===== src/hw/gpio_port_pkg.sv =====
`default_nettype none
package gpio_port_pkg;
	localparam int          NPINS     = 8;
	localparam int          ADDR_W    = 12;
	localparam int          DATA_W    = 32;
	// register byte offsets
	localparam logic [11:0] OFF_DATA  = 12'h000;
	localparam logic [11:0] OFF_DIR   = 12'h004;
	localparam logic [11:0] OFF_PULL  = 12'h008;
	localparam logic [11:0] OFF_CTRL  = 12'h00c;
	// reset values
	localparam logic [7:0]  DATA_RST  = 8'h00;
	localparam logic [7:0]  DIR_RST   = 8'h00;
	localparam logic [7:0]  PULL_RST  = 8'h00;
	localparam logic [5:0]  CTRL_RST  = 6'h00;
	// pull-up implemented on pins 0,1,3,4,7 only
	localparam logic [7:0]  PULL_IMPL = 8'h9b;
	// control register fields
	localparam int          CTRL_W    = 6;
	localparam int          C_SPL     = 0;
	localparam int          C_LCD_PORT_INPUT_CTRL   = 1;
	localparam int          C_SEG31   = 2;
	localparam int          C_SEG30   = 3;
	localparam int          C_IRQ0    = 4;
	localparam int          C_IRQ4    = 5;
	// pins shared with lcd segments and wake-up interrupts
	localparam int          PIN_SEG31 = 5;
	localparam int          PIN_SEG30 = 6;
	localparam int          PIN_IRQ0  = 0;
	localparam int          PIN_IRQ4  = 4;

	typedef enum logic [1:0] {
		ST_SETUP  = 2'b01,
		ST_ACCESS = 2'b10
	} apb_state_t;

	typedef struct packed {
		logic [NPINS-1:0] o;
		logic [NPINS-1:0] oe;
	} pin_drive_t;
endpackage
`default_nettype wire


===== src/hw/gpio_port.sv =====
`default_nettype none
// Functional notes
// RL1 - direction one makes pin an output
// RL2 - output pin shows data latch value
// RL3 - writes always load latch
// RL4 - read returns latch for output pins
// RL5 - direction zero: pin not driven
// RL6 - input read returns pin; rmw returns latch
// RL7 - peripheral output read returns pin level
// RL8 - peripheral input read returns pin level
// RL9 - software clears segment bits, sets lcd_port_input_ctrl
// RL10 - segment bit hands pin to lcd
// RL11 - software clears direction before lcd use
// RL12 - reset clears all direction bits
// RL13 - standby with spl: hi-z, inputs low
// RL14 - pins 0,4 stay open if irq enabled
// RL15 - standby without spl keeps pin states
// RL16 - pull-up on unless pin drives low
// RL17 - open-drain high releases pin
// RL18 - software disables peripheral output first
// RL19 - bit n controls pin n; pull-ups 2,5,6 absent
// RL20 - absent pull-up bits read zero
module gpio_port
	import gpio_port_pkg::*;
#(
	parameter logic [NPINS-1:0] OD_MASK = 8'h00
) (
	input  wire logic              pclk,
	input  wire logic              presetn,
	input  wire logic              psel,
	input  wire logic              penable,
	input  wire logic              pwrite,
	input  wire logic [ADDR_W-1:0] paddr,
	input  wire logic [DATA_W-1:0] pwdata,
	output var  logic [DATA_W-1:0] prdata,
	output var  logic              pready,
	output var  logic              pslverr,
	input  wire logic              rmw_read,
	input  wire logic              standby_mode,
	input  wire logic [NPINS-1:0]  pin_i,
	output var  logic [NPINS-1:0]  pin_o,
	output var  logic [NPINS-1:0]  pin_oe,
	output var  logic [NPINS-1:0]  pin_pullup,
	input  wire logic [NPINS-1:0]  periph_o,
	input  wire logic [NPINS-1:0]  periph_oe,
	input  wire logic [1:0]        lcd_seg_o,
	output var  logic [NPINS-1:0]  pin_to_periph
);
	initial begin
		if (NPINS != 8)
			$error("gpio_port serves eight pins only");
	end

	logic [NPINS-1:0]  latch_q;
	logic [NPINS-1:0]  dir_q;
	logic [NPINS-1:0]  pull_q;
	logic [CTRL_W-1:0] ctrl_q;
	apb_state_t        state_q;
	apb_state_t        state_d;
	logic [NPINS-1:0]  sync1_q;
	logic [NPINS-1:0]  pin_s_q;
	pin_drive_t        drive_d;
	pin_drive_t        drive_q;

	// pin input synchroniser; first stage read only by second
	always_ff @(posedge pclk or negedge presetn) begin
		if (!presetn) begin
			sync1_q <= 8'h00;
			pin_s_q <= 8'h00;
		end else begin
			sync1_q <= pin_i;
			pin_s_q <= sync1_q;
		end
	end

	// bus decode
	wire setup_ph  = psel && !penable;
	wire access_ph = psel && penable && pready;
	wire mapped    = (paddr == OFF_DATA) || (paddr == OFF_DIR)
	               || (paddr == OFF_PULL) || (paddr == OFF_CTRL);
	wire wr_en     = access_ph && pwrite && mapped;
	wire wr_data   = wr_en && (paddr == OFF_DATA);
	wire wr_dir    = wr_en && (paddr == OFF_DIR);
	wire wr_pull   = wr_en && (paddr == OFF_PULL);
	wire wr_ctrl   = wr_en && (paddr == OFF_CTRL);

	// pin ownership
	wire              standby_pin_state_bit      = ctrl_q[C_SPL];
	wire              hiz      = standby_mode && standby_pin_state_bit;
	wire [NPINS-1:0]  seg_mask = {1'b0, ctrl_q[C_SEG30], ctrl_q[C_SEG31], 5'h00};
	wire [NPINS-1:0]  per_own  = periph_oe & ~seg_mask;
	wire [NPINS-1:0]  port_out = dir_q & ~per_own & ~seg_mask;
	wire [NPINS-1:0]  port_in  = ~dir_q & ~per_own & ~seg_mask;
	wire [NPINS-1:0]  irq_keep = {3'h0, ctrl_q[C_IRQ4], 3'h0, ctrl_q[C_IRQ0]};

	// data read: latch for port outputs and rmw, pin level otherwise
	wire [NPINS-1:0]  data_rd  = rmw_read ? latch_q
	                           : ((latch_q & port_out) | (pin_s_q & ~port_out)); // see RL4 see RL6 see RL7 see RL8
	wire [DATA_W-1:0] rdata    =
		(paddr == OFF_DATA) ? {24'h000000, data_rd} :
		(paddr == OFF_DIR)  ? {24'h000000, dir_q} :
		(paddr == OFF_PULL) ? {24'h000000, pull_q} :
		(paddr == OFF_CTRL) ? {26'h0000000, ctrl_q} : 32'h00000000;

	// per-pin drive selection
	genvar gi;
	generate
		for (gi = 0; gi < NPINS; gi++) begin : g_pin
			logic seg_o;
			if (gi == PIN_SEG31) begin : g_s31
				assign seg_o = lcd_seg_o[0];
			end else if (gi == PIN_SEG30) begin : g_s30
				assign seg_o = lcd_seg_o[1];
			end else begin : g_ns
				assign seg_o = 1'b0;
			end
			always_comb begin
				drive_d.o[gi]  = 1'b0;
				drive_d.oe[gi] = 1'b0;
				if (hiz) begin
					drive_d.oe[gi] = 1'b0; // see RL13
				end else if (seg_mask[gi]) begin
					drive_d.o[gi]  = seg_o; // see RL10
					drive_d.oe[gi] = 1'b1;
				end else if (per_own[gi]) begin
					drive_d.o[gi]  = periph_o[gi];
					drive_d.oe[gi] = 1'b1;
				end else if (dir_q[gi]) begin
					// open-drain high floats instead of driving
					drive_d.o[gi]  = OD_MASK[gi] ? 1'b0 : latch_q[gi]; // see RL17
					drive_d.oe[gi] = OD_MASK[gi] ? !latch_q[gi] : 1'b1; // see RL1 see RL2
				end else begin
					drive_d.oe[gi] = 1'b0; // see RL5
				end
			end
		end
	endgenerate

	// pull-up cut while the pin itself drives low
	wire [NPINS-1:0] low_drv = drive_d.oe & ~drive_d.o;
	wire [NPINS-1:0] pull_d  = pull_q & PULL_IMPL & ~low_drv; // see RL16 see RL19
	// standby input gating: blocked inputs read low
	wire [NPINS-1:0] in_d    = hiz ? (pin_s_q & irq_keep) : pin_s_q; // see RL13 see RL14

	always_comb begin
		state_d = ST_SETUP;
		case (state_q)
			ST_SETUP:  state_d = setup_ph ? ST_ACCESS : ST_SETUP;
			ST_ACCESS: state_d = ST_SETUP;
			default:   state_d = ST_SETUP;
		endcase
	end

	always_ff @(posedge pclk or negedge presetn) begin
		if (!presetn) begin
			state_q <= ST_SETUP;
			pready  <= 1'b0;
			pslverr <= 1'b0;
			prdata  <= 32'h00000000;
		end else begin
			state_q <= state_d;
			pready  <= (state_d == ST_ACCESS);
			pslverr <= setup_ph && !mapped;
			if (setup_ph && !pwrite)
				prdata <= rdata;
		end
	end

	// registers
	always_ff @(posedge pclk or negedge presetn) begin
		if (!presetn) begin
			latch_q <= DATA_RST;
			dir_q   <= DIR_RST; // see RL12
			pull_q  <= PULL_RST; // see RL20
			ctrl_q  <= CTRL_RST;
		end else begin
			if (wr_data)
				latch_q <= pwdata[7:0]; // see RL3
			if (wr_dir)
				dir_q <= pwdata[7:0]; // see RL19
			if (wr_pull)
				pull_q <= pwdata[7:0] & PULL_IMPL; // see RL20
			if (wr_ctrl)
				ctrl_q <= pwdata[CTRL_W-1:0];
		end
	end

	// pin outputs; with spl low standby changes nothing
	always_ff @(posedge pclk or negedge presetn) begin
		if (!presetn) begin
			drive_q       <= '0;
			pin_pullup    <= 8'h00;
			pin_to_periph <= 8'h00;
		end else begin
			drive_q       <= drive_d; // see RL15
			pin_pullup    <= pull_d;
			pin_to_periph <= in_d;
		end
	end

	assign pin_o  = drive_q.o;
	assign pin_oe = drive_q.oe;
endmodule
`default_nettype wire


===== config.mk =====
export PLATFORM = sky130hd
export DESIGN_NAME = gpio_port
export DESIGN_NICKNAME = d
export VERILOG_FILES = /design/src/hw/gpio_port_pkg.sv /design/src/hw/gpio_port.sv
export SDC_FILE = /design/constraint.sdc
export NUM_CORES = 1
export LEC_CHECK = 0
export BUFFER_PORTS_ARGS = -buffer_cell sky130_fd_sc_hd__buf_2
export CAP_MARGIN = 25
export CORE_MARGIN = 5
export CORE_UTILIZATION = 52
export DETAILED_ROUTE_END_ITERATION = 12
export PLACE_DENSITY = 0.85
export SYNTH_ARGS = -nofsm -noshare
export SYNTH_HDL_FRONTEND = slang
export SYNTH_SLANG_ARGS = --single-unit

===== constraint.sdc =====
create_clock -name pclk -period 3 [get_ports pclk]
set_clock_uncertainty 0.2 [all_clocks]
set_input_delay 0.6 -clock pclk [delete_from_list [all_inputs] [get_ports pclk]]
set_output_delay 0.6 -clock pclk [all_outputs]
set_load 0.03 [all_outputs]

==> key figures <==
Floorplanning
  • Starting Density: 53.39%
  • # rows: 30
  • Die footprint: 0.008703 mm2
  • Io pins: 143
  • DIE WIDTH: 93.29 um
  • DIE HEIGHT: 93.29 um
  • Placeable core region: 0.006756 mm2

Critical path
  • Largest stage delay, worst path: 0.51 ns
  • Cell Chain, Critical Path: buf_2 -> nor4_1 -> and3_1 -> nand3_2 -> mux2_1
  • Crit path buffers/inverters: 1
  • CP max stage cell: and3_1
  • Crit path launch type: primary input
  • CP delay by family, top: simple AND/OR/NAND/NOR gates
  • WS Path Type: in2reg
  • CP Max Fanout: 9
  • CP required: 3.03 ns
  • Crit end category: flip-flop
  • CP Data Arrival Time: 2.24 ns

Clock tree
  • Clock transition at the registers of the reported paths: 0.08 ns
  • Number of buffers created by CTS: 9
  • Hold-fix buffers, CTS: 0
  • Post-CTS setup buffer count: 0
  • CTS root buf: clkbuf_8
  • H-tree level count: 3
  • TritonCTS clock tree: done
  • # resized after CTS: 0
  • CTS sink cnt: 83
  • Worst-skew pair later-pin latency: 0.35 ns
  • Max Root-Sink Buffers: 2

Place
  • Worst slack, placed: 0.4093 ns
  • Gp weighted congestion: 0.7963
  • Post-detail-place hpwl: 5380 um
  • Placed instance count: 463
  • IO buf count: 91

Finish
  • Layout cell share with drive strength beyond 1: 31.00%
  • Antenna Cells: 0
  • Final cell utilization of the core: 62.63%
  • Final Non-Filler Cells: 480
  • Final #Nets: 472
  • Area growth, synth to finish: 17.31%

Logic synthesis
  • Synth async-reset ratio: 100.0%
  • Prevailing post-synth register cell: dfrtp_1
  • Most numerous cell in the Yosys netlist: dfrtp_1
  • Synth area leaders: dfrtp_1 (57%), mux2_1 (5.9%), buf_4 (5.8%)
  • Yosys top cell by area: dfrtp_1
  • Cells after Synth: 301
  • Netlist cell types: 47
  • EDFF count, synth: 0
  • Yosys reg bits: 83
  • Post-Syn Area per Cell: 11.98 um2
  • Commonest cells post-synth: dfrtp_1 (82), buf_4 (28), nor2_1 (27), mux2_1 (19), nand2_1 (17)
  • Synth warnings: 0
  • Mapped Area: 0.003607 mm2
  • Post-synth top area share: 56.89%
  • Sequential area share after synthesis: 57.61%

Route
  • Avg WL per Cell: 15.97 um
  • Initial DRC count: 111
  • Avg Vias per Cell: 5.096
  • Routed vias: 2446
  • Drt first pass iters: 4
  • Drc violations: 0
  • Antenna Nets Post-Route: 0
  • Routed WL: 7664 um

Global routing
  • Largest net degree at the start of global routing: 84
  • Global-route wire length before repair: 12300 um
  • Vias in the first global route: 2507
  • GRT Overall Usage: 18.33%
  • Initial antenna violation count: 0
  • Global route overflow: 0

Power
  • Pwr dens: 511.0 mW/mm2
  • Leak: 2.256 nW
  • Max VDD drop: 0.3290 mV

Timing
  • Final setup margin: 0.7848 ns
  • Setup violators final: 0
  • Final Hold Viols: 0
  • Slew Limit Fails: 0
  • F_max: 451.4 MHz
  • RSZ-0062 raised after global routing: false
  • Slew @ Worst Pin: 0.7670 ns
  • Total Negative Setup Slacks: 0 ns
  • Slew HR: 48.87%
  • Fin crit share: 73.84%
  • Min cycle time layout: 2.215 ns

Hold path
  • Hold crit path type: in2async

Job
  • Max_cap viols: 0

Outcome
  • Outcome: finished clean
==> final cells by class <==
cell class | instances | area (um2)
fillers | 535 | 2525
flip-flops and latches | 83 | 2078
multi-input cells | 195 | 1328
repair buffers | 94 | 493.0
clock buffers | 14 | 152.6
well taps | 80 | 100.1
inverters | 12 | 45.04
clock inverters | 2 | 35.03
==> cell families after synthesis <==
kind of cell           Yosys count  synth area share [%]
AOI/OAI and AO/OA               49                 9.123
buffers and inverters           49                 8.290
DFF                             83                 57.61
muxes                           36                 11.90
other                            1                0.1040
and+or+nand+nor                 83                 12.97
==> worst paths after layout <==
path | start | end | slack [ns] | depth (start not counted)
hold / removal | presetn | pin_pullup[4] | 0.02 | 1
max in group asynchronous | presetn | pin_oe[4] | 1.97 | 2
setup / recovery | paddr[8] | dir_q[1] | 0.78 | 5
min in group pclk | sync1_q[5] | pin_s_q[5] | 0.15 | 0
hold reg to reg | sync1_q[5] | pin_s_q[5] | 0.15 | 0
setup reg to reg | pready | dir_q[1] | 1.24 | 3
==> worst register-to-register path, cell delays in order (launching register included) <==
cell and delay [ns]:
dfrtp_1 0.36, and4_1 0.35, nand3_2 0.32, mux2_1 0.42
==> metrics by stage <==
step	cell area (um2)	power, mW	hold slack, ns
floorplan	3705	1.333	0.1044
global placement	4024	1.396	0.1312
detailed placement	4024	1.400	0.1358
CTS	4212	2.174	0.1423
global route	4232	2.245	0.06784
finish	4232	2.162	0.02306
==> registers in the layout (all words and copies together), names as in the netlist <==
signal	count
prdata	8
ctrl_q	6
latch_q	8
pin_s_q	8
pslverr	1
sync1_q	8
pin_pullup	5
pin_o	8
state_q	1
pin_oe	8
pin_to_periph	8
pull_q	5
pready	1
dir_q	8
==> power breakdown <==
part	switching (mW)	internal, mW	total, mW	leakage [nW]
Sequential	0.00806	1.15	1.16	1.07
Combinational	0.161	0.0631	0.224	1.09
Clock	0.374	0.408	0.782	0.0947
Total	0.543	1.62	2.16	2.26
==> routing by layer <==
metal	track usage (%)	wire, um	up-vias	part of all wire (%)
met5	0	0	-	0
met2	27.93	3633	88	47
met1	24.93	3315	1160	43
met4	8.059	122	0	1.6
li1	-	-	1183	-
met3	4.425	592	15	7.7
==> placed cells by master, fill, tap and decap left out, types with 5 or more instances in the layout <==
master | Yosys | routed
mux2i_1 | 5 | 5
clkbuf_8 | 0 | 10
mux2_1 | 19 | 19
conb_1 | 1 | 27
nand3b_1 | 5 | 5
nand2_1 | 17 | 17
nor2_1 | 27 | 27
o21ai_0 | 6 | 6
mux2_4 | 8 | 8
a21oi_1 | 14 | 14
and2_1 | 5 | 5
inv_1 | 12 | 12
dfrtp_1 | 82 | 82
buf_2 | 2 | 90
and3_1 | 5 | 5
(Power assumes the default switching activity.)
